$ cat config.mk
export PLATFORM = sky130hd
export DESIGN_NAME = ddsr_control_regs
export DESIGN_NICKNAME = d
export VERILOG_FILES = /design/src/hdl/ddsr_pkg.sv /design/src/hdl/ddsr_byte_reg.sv /design/src/hdl/ddsr_control_regs.sv
export VERILOG_INCLUDE_DIRS = /design/src /design/src/hdl
export SDC_FILE = /design/constraint.sdc
export NUM_CORES = 1
export LEC_CHECK = 0
export BUFFER_PORTS_ARGS = -buffer_cell sky130_fd_sc_hd__buf_2
export CORE_MARGIN = 10
export CORE_UTILIZATION = 35
export CTS_CLUSTER_DIAMETER = 50
export DETAILED_ROUTE_END_ITERATION = 16
export SYNTH_ARGS = -nofsm -noshare
export SYNTH_HDL_FRONTEND = slang
export SYNTH_SLANG_ARGS = --single-unit
$ cat constraint.sdc
create_clock -name clk -period 1.55 [get_ports clk]
set_input_delay 0.0775 -clock clk [delete_from_list [all_inputs] [get_ports clk]]
set_output_delay 0.0775 -clock clk [all_outputs]
set_load 0.02 [all_outputs]
$ cat src/hdl/ddsr_consts.svh
`ifndef DDSR_CONSTS_SVH
`define DDSR_CONSTS_SVH
// register addresses on the 4-bit write port
`define DDSR_ADDR_CF_LSB 4'h0
`define DDSR_ADDR_CF_MSB 4'h5
`define DDSR_ADDR_SERIAL_CTRL 4'hc
`define DDSR_ADDR_OSC_CTRL 4'hd
`define DDSR_ADDR_TEST_TIMING 4'he
`define DDSR_ADDR_UPDATE 4'hf
// reset values
`define DDSR_RST_CF_LOW 8'h00
`define DDSR_RST_CF_MSB 8'h40
`define DDSR_RST_SERIAL_CTRL 8'h01
`define DDSR_RST_OSC_CTRL 8'hf8
`define DDSR_RST_TEST_TIMING 8'h10
// field positions
`define DDSR_BIT_CF_ENABLE 0
`define DDSR_BIT_LSB_FIRST 1
`define DDSR_BIT_FEEDBACK_EN 5
`define DDSR_BIT_SERIAL_EN 6
`define DDSR_TT_TIMING_HI 5
`define DDSR_TT_TIMING_LO 4
`endif

$ cat src/hdl/ddsr_pkg.sv
package ddsr_pkg;
    // one host write on the parallel port
    typedef struct packed {
        logic strobe;
        logic [3:0] addr;
        logic [7:0] data;
    } ddsr_wr_type;

    // working settings seen by the synthesizer datapath
    typedef struct packed {
        logic [47:0] cf_path;
        logic lsb_first;
        logic serial_path_en;
        logic feedback_en;
        logic [1:0] dac_timing;
    } ddsr_ctrl_type;
endpackage : ddsr_pkg
$ cat src/hdl/ddsr_byte_reg.sv
`timescale 1ns/1ns
// one byte of storage, loaded when selected, preset by reset
module ddsr_byte_reg
    import ddsr_pkg::*;
#(
    parameter logic [7:0] RESET_VALUE = 8'h00
) (
    input wire logic clk,
    input wire logic rstn,
    input wire logic load,
    input wire logic [7:0] din,
    output logic [7:0] q
);
    logic [7:0] q_reg;
    logic [7:0] q_next;

    // hold unless loaded
    always_comb begin
        q_next = load ? din : q_reg;
    end

    // synchronous active low reset
    always_ff @(posedge clk) begin
        if (!rstn) begin
            q_reg <= RESET_VALUE;
        end else begin
            q_reg <= q_next;
        end
    end

    assign q = q_reg;
endmodule : ddsr_byte_reg

$ cat src/hdl/ddsr_control_regs.sv
`timescale 1ns/1ns
`include "ddsr_consts.svh"
// Operation
// serial ctrl bit 1 clear shifts the serial word msb first, set lsb first; resets clear.
// center enable clear zeros the center word into the accumulator, set passes it; resets set.
// clearing center enable gates only the path, never the stored center bytes.
// after reset the center word gives a quarter of the sample clock.
// oscillator ctrl bit 6 gates the serial frequency path without touching its value; resets set.
// the host should clear the serial path enable after reset when unused.
// oscillator ctrl bit 5 enables accumulator feedback; clear stops accumulation; resets set.
// oscillator ctrl resets to f8h and the host writes reserved bits back unchanged.
// after every reset the host writes 00h or 30h to the test and timing register.
// test timing bits 5:4 reset to 01b and the host only programs 11b or 00b there.
// address 15 has no storage and a write to it acts as an update.
// center msb resets to 40h, lower center bytes to zero.
// an update copies all master registers to the working set in one cycle.
module ddsr_control_regs
    import ddsr_pkg::*;
(
    input wire logic clk,
    input wire logic rstn,
    input wire logic wr_strobe,
    input wire logic [3:0] wr_addr,
    input wire logic [7:0] wr_data,
    input wire logic update_pin,
    output ddsr_ctrl_type ctrl,
    output logic [7:0] osc_ctrl_word,
    output logic [7:0] test_timing_word,
    output logic update_pulse
);
    // ************************************************
    // master registers
    // ************************************************
    ddsr_wr_type wr;
    logic [7:0] cf_master [0:5];
    logic [7:0] serial_master;
    logic [7:0] osc_master;
    logic [7:0] tt_master;
    // write decode strobes
    logic [5:0] cf_load;
    logic serial_load;
    logic osc_load;
    logic tt_load;
    logic addr_update;
    // pin synchroniser stages and filtered level
    logic upd_meta_reg;
    logic upd_s2_reg;
    logic upd_s3_reg;
    logic upd_level_reg;
    logic upd_meta_next;
    logic upd_s2_next;
    logic upd_s3_next;
    logic upd_level_next;
    logic pin_rise;
    logic update_now;

    // port signals bundled as one write
    assign wr = '{strobe: wr_strobe, addr: wr_addr, data: wr_data};

    // one load strobe per address; 6 to 11 belong to another block
    always_comb begin
        cf_load = 6'h00;
        serial_load = 1'h0;
        osc_load = 1'h0;
        tt_load = 1'h0;
        addr_update = 1'h0;
        if (wr.strobe) begin
            if (wr.addr <= `DDSR_ADDR_CF_MSB) begin
                cf_load[wr.addr[2:0]] = 1'h1;
            end else if (wr.addr == `DDSR_ADDR_SERIAL_CTRL) begin
                serial_load = 1'h1;
            end else if (wr.addr == `DDSR_ADDR_OSC_CTRL) begin
                osc_load = 1'h1;
            end else if (wr.addr == `DDSR_ADDR_TEST_TIMING) begin
                tt_load = 1'h1;
            end else if (wr.addr == `DDSR_ADDR_UPDATE) begin
                addr_update = 1'h1;
            end
        end
    end

    // center bytes; storage is never cleared by the enable bit
    genvar gi;
    generate
        for (gi = 0; gi < 6; gi++) begin : g_cf
            ddsr_byte_reg #(
                .RESET_VALUE((gi == 5) ? `DDSR_RST_CF_MSB
                                       : `DDSR_RST_CF_LOW)
            ) u_cf (
                .clk(clk),
                .rstn(rstn),
                .load(cf_load[gi]),
                .din(wr.data),
                .q(cf_master[gi])
            );
        end
    endgenerate

    ddsr_byte_reg #(.RESET_VALUE(`DDSR_RST_SERIAL_CTRL)) u_serial (
        .clk(clk),
        .rstn(rstn),
        .load(serial_load),
        .din(wr.data),
        .q(serial_master)
    );

    // reserved bits stored as written; host keeps them at reset value
    ddsr_byte_reg #(.RESET_VALUE(`DDSR_RST_OSC_CTRL)) u_osc (
        .clk(clk),
        .rstn(rstn),
        .load(osc_load),
        .din(wr.data),
        .q(osc_master)
    );

    ddsr_byte_reg #(.RESET_VALUE(`DDSR_RST_TEST_TIMING)) u_tt (
        .clk(clk),
        .rstn(rstn),
        .load(tt_load),
        .din(wr.data),
        .q(tt_master)
    );

    // ************************************************
    // update pin synchroniser and trigger
    // ************************************************
    // three flops; rise counted when stages two and three agree
    always_comb begin
        upd_meta_next = update_pin;
        upd_s2_next = upd_meta_reg;
        upd_s3_next = upd_s2_reg;
        upd_level_next = upd_level_reg;
        if (upd_s2_reg == upd_s3_reg) begin
            upd_level_next = upd_s3_reg;
        end
    end

    always_ff @(posedge clk) begin
        if (!rstn) begin
            upd_meta_reg <= 1'h0;
            upd_s2_reg <= 1'h0;
            upd_s3_reg <= 1'h0;
            upd_level_reg <= 1'h0;
        end else begin
            upd_meta_reg <= upd_meta_next;
            upd_s2_reg <= upd_s2_next;
            upd_s3_reg <= upd_s3_next;
            upd_level_reg <= upd_level_next;
        end
    end

    assign pin_rise = upd_level_next && !upd_level_reg;
    // no storage at 15: the write itself is the update
    assign update_now = pin_rise || addr_update;

    // ************************************************
    // slave registers
    // ************************************************
    // working copies, loaded only on an update
    logic [47:0] cf_slave_reg;
    logic [47:0] cf_slave_next;
    logic [47:0] cf_path_reg;
    logic [47:0] cf_path_next;
    logic [7:0] serial_slave_reg;
    logic [7:0] serial_slave_next;
    logic [7:0] osc_slave_reg;
    logic [7:0] osc_slave_next;
    logic [7:0] tt_slave_reg;
    logic [7:0] tt_slave_next;
    logic update_reg;

    // all masters move together so settings never mix old and new
    always_comb begin
        cf_slave_next = cf_slave_reg;
        serial_slave_next = serial_slave_reg;
        osc_slave_next = osc_slave_reg;
        tt_slave_next = tt_slave_reg;
        if (update_now) begin
            cf_slave_next = {cf_master[5], cf_master[4], cf_master[3],
                             cf_master[2], cf_master[1], cf_master[0]};
            serial_slave_next = serial_master;
            osc_slave_next = osc_master;
            tt_slave_next = tt_master;
        end
        // gate after the slave so the stored word survives
        cf_path_next = serial_slave_next[`DDSR_BIT_CF_ENABLE]
                     ? cf_slave_next : 48'h0;
    end

    always_ff @(posedge clk) begin
        if (!rstn) begin
            cf_slave_reg <= {`DDSR_RST_CF_MSB, {5{`DDSR_RST_CF_LOW}}};
            serial_slave_reg <= `DDSR_RST_SERIAL_CTRL;
            osc_slave_reg <= `DDSR_RST_OSC_CTRL;
            tt_slave_reg <= `DDSR_RST_TEST_TIMING;
            cf_path_reg <= {`DDSR_RST_CF_MSB, {5{`DDSR_RST_CF_LOW}}};
            update_reg <= 1'h0;
        end else begin
            cf_slave_reg <= cf_slave_next;
            serial_slave_reg <= serial_slave_next;
            osc_slave_reg <= osc_slave_next;
            tt_slave_reg <= tt_slave_next;
            cf_path_reg <= cf_path_next;
            update_reg <= update_now;
        end
    end

    // ************************************************
    // datapath controls
    // ************************************************
    // gated word is registered so the datapath sees a flop output
    assign ctrl.cf_path = cf_path_reg;
    assign ctrl.lsb_first = serial_slave_reg[`DDSR_BIT_LSB_FIRST];
    assign ctrl.serial_path_en = osc_slave_reg[`DDSR_BIT_SERIAL_EN];
    assign ctrl.feedback_en = osc_slave_reg[`DDSR_BIT_FEEDBACK_EN];
    assign ctrl.dac_timing = tt_slave_reg[`DDSR_TT_TIMING_HI:
                                          `DDSR_TT_TIMING_LO];
    assign osc_ctrl_word = osc_slave_reg;
    assign test_timing_word = tt_slave_reg;
    assign update_pulse = update_reg;
endmodule : ddsr_control_regs

==> impl_metrics.csv, run 1 <==
group,metric,value,unit
run_status,run_status,"finished, final reports clean",
floorplan,die_height,164,um
synth,synth.mux.area_fraction,14.5,%
synth,yosysSeqAreaShare,51.0,%
placed_design,place_hpwl,11900,um
timing,postLayoutSetupSlackWorst,144,ps
timing,setup_viol_count_final,0,
route,vias_per_cell,4.94,
synth,post_synth_xor_area_fraction,0,%
worst_setup_path,timing.critical_path.arrival,1760,ps
worst_setup_path,r2r-end,"cf_slave_reg[39]",
worst_setup_path,crit_chain,"nand3b_1 -> a21boi_4 -> buf_4 -> buf_12 -> mux2i_1",
synth,yosys_register_bits,185,
synth,synthesis.instances,837,
layout,layout.filler_cells,2059,
layout,nNetsFinal,907,
worst_setup_path,cp-start-kind,"flop",
clocking,ctsHtreeMaxLevel,4,
synth,synth_simple_gate_area_share,18.0,%
route,routed-via-count,5807,
worst_setup_path,timing.critical_path.required,1910,ps
synth,syn_area,0.00726,mm^2
timing,grt_setup_unrepaired,"false",
min_path,hp-class,"in2reg",
synth,synth_warnings,0,
power,p_clk_share,44.4,%
floorplan,start_util,35.7,%
timing,timing.slew.headroom,57.3,%
power,vdd_ir_drop_max,727,uV
clocking,cts_tree,"done",
worst_setup_path,timing.rr.start,"upd_level_reg",
floorplan,die_w,164,um
global_routing,antenna_found_initial,1,
floorplan,num_io_pins,86,
worst_setup_path,worst_setup_path_startpoint,"upd_level_reg",
global_routing,grt_first_pass_wirelength,30400,um
timing,timing_max_transition_violations_final,0,
worst_setup_path,critical_path.max_stage_delay,340,ps
layout,final_layout_size_suffix_gt1_share,16.5,%
power,power_switching_share,23.6,%
worst_setup_path,crit_fanout,18,
power,p_leak,3.47,nW
floorplan,num_rows,52,
global_routing,grt.total_usage,14.1,%
power,power.density_cell_area,1110,mW/mm^2
timing,setup-tns-final,0,ps
power,power.share.combinational,5.7,%
power,seq_power_share,49.9,%
global_routing,grt_remaining_overflow,0,
clocking,clk_pin_slew_worst_paths,70,ps
synth,synthDistinctLibCells,26,
route,drt-pass1-iter-count,5,
global_routing,grt_pass1_vias,5600,
clocking,tritoncts_num_sinks,185,
timing,maxClockFrequency,711,MHz
synth,dominant_combinational_cell_family_by_area_after_synthesis,"simple AND/OR/NAND/NOR gates",
route,wl,18900,um
timing,final.period_utilization,90.7,%
layout,layoutNonFillerInstCount,1175,
route,route.detailed.wl_per_inst,16.1,um
floorplan,core-area,0.0203,mm^2
timing,timing.final.crit_period,1410,ps
power,fin_total_pwr,9.64,mW
power,cellInternalPower,7.37,mW
synth,synth_compound_area_share,10.6,%
placed_design,placedCellCount,1139,
route,post_route_drc,0,
route,route.antenna.remaining_nets,0,
clocking,clk_path_buf_depth,2,
worst_setup_path,setup.worst_path.end_class,"flop",
timing,skew,7.93,ps
power,switchingPower,2.27,mW
placed_design,worst_setup_slack_before_clock_tree_synthesis,116,ps
worst_setup_path,cp_slowest_cell,"sky130_fd_sc_hd__dfxtp_1",
floorplan,floorplan.die_area,0.0269,mm^2
global_routing,pin_count_of_the_biggest_net_entering_global_routing,94,
worst_setup_path,setup.reg_to_reg.worst_slack,140,ps
layout,area_delta_synth_final,19.3,%
synth,synth_nets,853,
clocking,clock_latency_at_the_later_pin_of_the_worst_skew_pair,440,ps
clocking,clock_buffer_count_from_cts,17,
route,detailedRoute.firstIterationViolations,555,
worst_setup_path,timing_worst_setup_path_type,"reg2reg",
synth,yosys.area_share.adder,0,%
timing,worst-slew-pin-transition,641,ps
placed_design,finalWeightedCongestion,0.786,
job,maximum_capacitance_violations,0,
placed_design,io_buffer_count,85,
clocking,clock-root-buffer,"sky130_fd_sc_hd__clkbuf_16",
worst_setup_path,cp_endpoint,"cf_slave_reg[39]",
worst_setup_path,worst-r2r-cell-count,5,
timing,hold_violations,0,
synth,synthesis.area_per_instance,8.67,um^2
==> layout by cell type (no fill, tap or decap), types with 2 or more instances in the layout <==
| cell | Yosys | routed |
|---|---|---|
| sky130_fd_sc_hd__nand3b_1 | 2 | 2 |
| sky130_fd_sc_hd__nand2_1 | 213 | 213 |
| sky130_fd_sc_hd__diode_2 | 0 | 2 |
| sky130_fd_sc_hd__buf_2 | 6 | 84 |
| sky130_fd_sc_hd__nor2_1 | 3 | 3 |
| sky130_fd_sc_hd__buf_4 | 14 | 20 |
| sky130_fd_sc_hd__mux2i_1 | 105 | 105 |
| sky130_fd_sc_hd__clkinv_2 | 0 | 2 |
| sky130_fd_sc_hd__dlygate4sd3_1 | 0 | 2 |
| sky130_fd_sc_hd__o21ai_0 | 67 | 67 |
| sky130_fd_sc_hd__dfxtp_1 | 185 | 185 |
| sky130_fd_sc_hd__buf_12 | 0 | 13 |
| sky130_fd_sc_hd__nand2b_1 | 2 | 2 |
| sky130_fd_sc_hd__bufinv_16 | 0 | 2 |
| sky130_fd_sc_hd__inv_6 | 0 | 2 |
| sky130_fd_sc_hd__and2_1 | 6 | 6 |
| sky130_fd_sc_hd__clkbuf_1 | 62 | 3 |
| sky130_fd_sc_hd__nor2b_1 | 2 | 2 |
| sky130_fd_sc_hd__a21oi_1 | 59 | 59 |
| sky130_fd_sc_hd__nand3_1 | 76 | 76 |
| sky130_fd_sc_hd__clkbuf_16 | 0 | 17 |
| sky130_fd_sc_hd__o211ai_1 | 16 | 16 |
| sky130_fd_sc_hd__inv_1 | 8 | 8 |
| sky130_fd_sc_hd__clkinvlp_4 | 0 | 3 |
==> through the flow <==
stage | util (%) | hold slack (ps) | area [um^2]
4_1_cts | 42.6 | 2.45 | 8640
3_3_place_gp | 39.7 | 295 | 8060
3_5_place_dp | 39.7 | 312 | 8060
5_1_grt | 42.6 | 16.1 | 8650
6_report | 42.6 | 23.5 | 8660
2_1_floorplan | - | 205 | 7260
==> worst min path at each step <==
stage                          start                end  slack (ps)  depth (start not counted)
final                     wr_data[5]  g_cf[1].u_cf.q[5]          20                          3
after CTS                 wr_data[5]  g_cf[2].u_cf.q[5]           2                          3
after global placement    update_pin       upd_meta_reg         300                          2
after global routing      wr_data[5]  g_cf[1].u_cf.q[5]          20                          3
after detailed placement  update_pin       upd_meta_reg         310                          2
after floorplan           update_pin       upd_meta_reg         200                          1
==> cells in the mapped netlist <==
cell type                  number  area (um^2)
sky130_fd_sc_hd__or2_1          1         6.26
sky130_fd_sc_hd__and2_1         6         37.5
sky130_fd_sc_hd__a21oi_1       59          295
sky130_fd_sc_hd__mux2i_1      105         1050
sky130_fd_sc_hd__and3_1         1         6.26
sky130_fd_sc_hd__or3b_2         1         8.76
sky130_fd_sc_hd__nand2b_1       2         12.5
sky130_fd_sc_hd__o211ai_1      16          120
sky130_fd_sc_hd__nor2_1         3         11.3
sky130_fd_sc_hd__nand3_1       76          380
sky130_fd_sc_hd__inv_1          8         30.0
sky130_fd_sc_hd__o221ai_1       1         8.76
sky130_fd_sc_hd__dfxtp_1      185         3700
sky130_fd_sc_hd__nand3b_1       2         15.0
sky130_fd_sc_hd__clkbuf_1      62          233
sky130_fd_sc_hd__clkinv_1       1         3.75
sky130_fd_sc_hd__nor3b_1        1         7.51
sky130_fd_sc_hd__buf_4         14          105
sky130_fd_sc_hd__a21boi_1       1         7.51
sky130_fd_sc_hd__buf_2          6         30.0
sky130_fd_sc_hd__nor2b_1        2         12.5
sky130_fd_sc_hd__o21ai_1        1         5.00
sky130_fd_sc_hd__buf_6          2         22.5
sky130_fd_sc_hd__and3b_1        1         8.76
sky130_fd_sc_hd__o21ai_0       67          335
sky130_fd_sc_hd__nand2_1      213          800
==> cells by family after synthesis <==
group	after synthesis
flip-flops	185
multiplexers	105
buffers and inverters	93
AND/OR/NAND/NOR	309
AO/OA/AOI/OAI	145
==> area by class of cell <==
cell class              instances  area [um^2]  area share (%)
inverters                       9         33.8           0.390
flip-flops and latches        185         3700            42.8
repair buffers                119          851            9.83
diodes                          2         5.00          0.0578
clock buffers                  21          450            5.20
well taps                     270          338            3.90
multi-input cells             559         3160            36.5
clock inverters                10          119            1.37
==> power by group through the flow <==
| stage | clock [mW] | sequential [mW] | combinational (mW) |
|---|---|---|---|
| final | 4.28 | 4.81 | 0.545 |
| after global routing | 4.56 | 4.81 | 0.586 |
| after CTS | 4.36 | 4.81 | 0.544 |
| after detailed placement | 0 | 4.92 | 0.538 |
| after global placement | 0 | 4.92 | 0.537 |
| after floorplan | 0 | 4.92 | 0.323 |
==> worst max-delay path, delay by kind of cell, from the launching register on <==
| kind | cells | cell delay [ps] |
|---|---|---|
| buffers and inverters | 2 | 340 |
| AND/OR/NAND/NOR | 1 | 200 |
| flip-flops | 1 | 340 |
| AO/OA/AOI/OAI | 1 | 230 |
| multiplexers | 1 | 200 |
==> metal layers <==
layer  track usage [%]  wire (um)  vias to the layer above
li1                  -          -                     2900
met1              18.5       8790                     2746
met2              22.4       8730                      138
met3              3.35       1100                       23
met4              4.96        293                        0
met5                 0          0                        -
==> repair_timing <==
item                                    CTS  global route
endpoints found under the setup margin    0             6
resized for setup                         0             0
buffers inserted                          0             1
hold buffers                              2             0
hold endpoints to repair                  3             0
No activity file was read; power rests on OpenSTA's default activity.
==> run 2: changes to the inputs <==
- CORE_MARGIN: 10 -> unset
==> impl_metrics.csv, run 2 (same netlist as run 1, synthesis figures left out) <==
group,metric,value,unit
worst_setup_path,worst-r2r-cell-count,5,
min_path,hp-class,"in2reg",
power,vdd_ir_drop_max,720,uV
route,routed-via-count,5747,
route,post_route_drc,0,
route,detailedRoute.firstIterationViolations,397,
clocking,tritoncts_num_sinks,185,
route,route.antenna.remaining_nets,0,
clocking,post_cts_resized,0,
route,wl,17700,um
worst_setup_path,timing.critical_path.required,1910,ps
floorplan,die_w,146,um
placed_design,place_hpwl,11000,um
clocking,cts_tree,"done",
worst_setup_path,r2r-end,"cf_slave_reg[24]",
timing,setup_viol_count_final,0,
clocking,clock_buffer_count_from_cts,17,
layout,layout.filler_cells,2027,
floorplan,num_rows,52,
power,seq_power_share,49.3,%
global_routing,grt_pass1_vias,5344,
clocking,clk_path_buf_depth,2,
global_routing,grt.total_usage,17.1,%
worst_setup_path,timing_worst_setup_path_type,"reg2reg",
worst_setup_path,critical_path.max_stage_delay,340,ps
worst_setup_path,setup.worst_path.end_class,"flop",
power,cellInternalPower,7.51,mW
placed_design,placedCellCount,1139,
timing,final.period_utilization,92.0,%
placed_design,io_buffer_count,85,
timing,grt_setup_unrepaired,"false",
layout,area_delta_synth_final,18.7,%
worst_setup_path,setup.reg_to_reg.worst_slack,120,ps
clocking,clock-root-buffer,"sky130_fd_sc_hd__clkbuf_16",
layout,antenna_cells,0,
clocking,clock_latency_at_the_later_pin_of_the_worst_skew_pair,440,ps
floorplan,start_util,35.7,%
layout,final_layout_size_suffix_gt1_share,16.5,%
worst_setup_path,crit_fanout,21,
clocking,clk_pin_slew_worst_paths,70,ps
power,switchingPower,2.25,mW
power,p_clk_share,45.2,%
floorplan,num_io_pins,86,
power,p_leak,3.47,nW
route,vias_per_cell,4.91,
layout,layout_commonest_cell,"sky130_fd_sc_hd__nand2_1",
clocking,ctsHtreeMaxLevel,4,
timing,worst-slew-pin-transition,640,ps
global_routing,pin_count_of_the_biggest_net_entering_global_routing,77,
timing,timing_max_transition_violations_final,0,
timing,setup-tns-final,0,ps
worst_setup_path,worst-path-buf-inv,2,
min_path,holdCritStartpoint,"wr_data[7]",
global_routing,antenna_found_initial,0,
timing,skew,7.01,ps
power,fin_total_pwr,9.76,mW
layout,layout.cells.most_common_list,"sky130_fd_sc_hd__nand2_1 (213), sky130_fd_sc_hd__dfxtp_1 (185), sky130_fd_sc_hd__mux2i_1 (105)",
power,power.share.combinational,5.4,%
power,power.density_cell_area,1130,mW/mm^2
timing,timing.final.crit_period,1430,ps
floorplan,core-area,0.0203,mm^2
worst_setup_path,cp_top_family,"buffers and inverters",
worst_setup_path,cp_common_cell,"sky130_fd_sc_hd__buf_12",
floorplan,floorplan.die_area,0.0213,mm^2
worst_setup_path,cp-start-kind,"flop",
route,drt-pass1-iter-count,5,
timing,timing.slew.headroom,57.4,%
timing,hold_violations,0,
layout,nNetsFinal,906,
min_path,hold_depth,3,
run_status,run_status,"finished, final reports clean",
worst_setup_path,timing.rr.start,"upd_level_reg",
job,maximum_capacitance_violations,0,
timing,postLayoutSetupSlackWorst,123,ps
min_path,hold_end,"g_cf[4].u_cf.q[7]",
route,route.detailed.wl_per_inst,15.1,um
power,power_switching_share,23.1,%
placed_design,worst_setup_slack_before_clock_tree_synthesis,140,ps
worst_setup_path,timing.critical_path.arrival,1790,ps
timing,maxClockFrequency,701,MHz
worst_setup_path,cp_slowest_cell,"sky130_fd_sc_hd__dfxtp_1",
worst_setup_path,crit_chain,"nand3b_1 -> a21boi_4 -> buf_12 -> buf_12 -> mux2i_1",
global_routing,grt_first_pass_wirelength,28800,um
floorplan,die_height,146,um
placed_design,finalWeightedCongestion,0.754,
global_routing,grt_remaining_overflow,0,
layout,layoutNonFillerInstCount,1171,
-- run 2: cell types whose count changed in the layout (fill, tap and decap cells not counted) --
| cell | change |
|---|---|
| sky130_fd_sc_hd__buf_12 | -4 |
| sky130_fd_sc_hd__buf_4 | +3 |
| sky130_fd_sc_hd__clkbuf_1 | -2 |
| sky130_fd_sc_hd__diode_2 | -2 |
| sky130_fd_sc_hd__bufinv_16 | +1 |
| sky130_fd_sc_hd__clkinv_4 | +1 |
| sky130_fd_sc_hd__inv_6 | -1 |
-- run 2: what timing repair did --
action | in CTS | in global routing
setup buffers | 0 | 0
endpoints found under the hold margin | 2 | 0
hold buffers | 2 | 0
setup endpoints to repair | 0 | 0
-- run 2: power by group through the flow --
stage	Combinational, mW	Sequential, mW	Clock [mW]
6_report	0.531	4.81	4.41
2_1_floorplan	0.323	4.92	0
3_3_place_gp	0.522	4.92	0
4_1_cts	0.530	4.81	4.50
3_5_place_dp	0.525	4.92	0
5_1_grt	0.573	4.81	4.70
-- run 2: layer usage --
layer  track usage [%]  routed length [um]
met5                 0                   0
met1              23.5                8590
met2              26.1                7940
met3              4.48                 926
met4              5.47                 204
-- run 2: cell type report --
type	count	area, um^2	share of cell area (%)
Clock buffer	19	443	5.14
Clock inverter	11	149	1.73
Inverter	9	33.8	0.392
Multi-Input combinational cell	559	3160	36.6
Sequential cell	185	3700	43.0
Tap cell	270	338	3.92
Timing Repair Buffer	118	793	9.21
-- run 2: how the worst max path moves through the flow --
stage / start / endpoint / cells after the start
finish: upd_level_reg / cf_slave_reg[24] / 5
detailed placement: upd_level_reg / cf_slave_reg[24] / 5
CTS: upd_level_reg / cf_slave_reg[38] / 4
floorplan: upd_level_reg / cf_path_reg[13] / 6
global placement: upd_level_reg / cf_slave_reg[30] / 5
global route: upd_level_reg / cf_slave_reg[42] / 4
-- run 2: stage by stage --
step | utilization (%) | hold slack [ps] | area, um^2
floorplan | - | 205 | 7260
global placement | 39.4 | 287 | 8010
finish | 42.4 | 15.7 | 8620
global route | 42.4 | 25.9 | 8620
detailed placement | 39.4 | 292 | 8010
CTS | 42.4 | 0.227 | 8620
-- run 2: worst min-delay path, cell delays in order --
cell,delay (ps)
sky130_fd_sc_hd__buf_2,180
sky130_fd_sc_hd__nand3_1,90
sky130_fd_sc_hd__a21oi_1,50
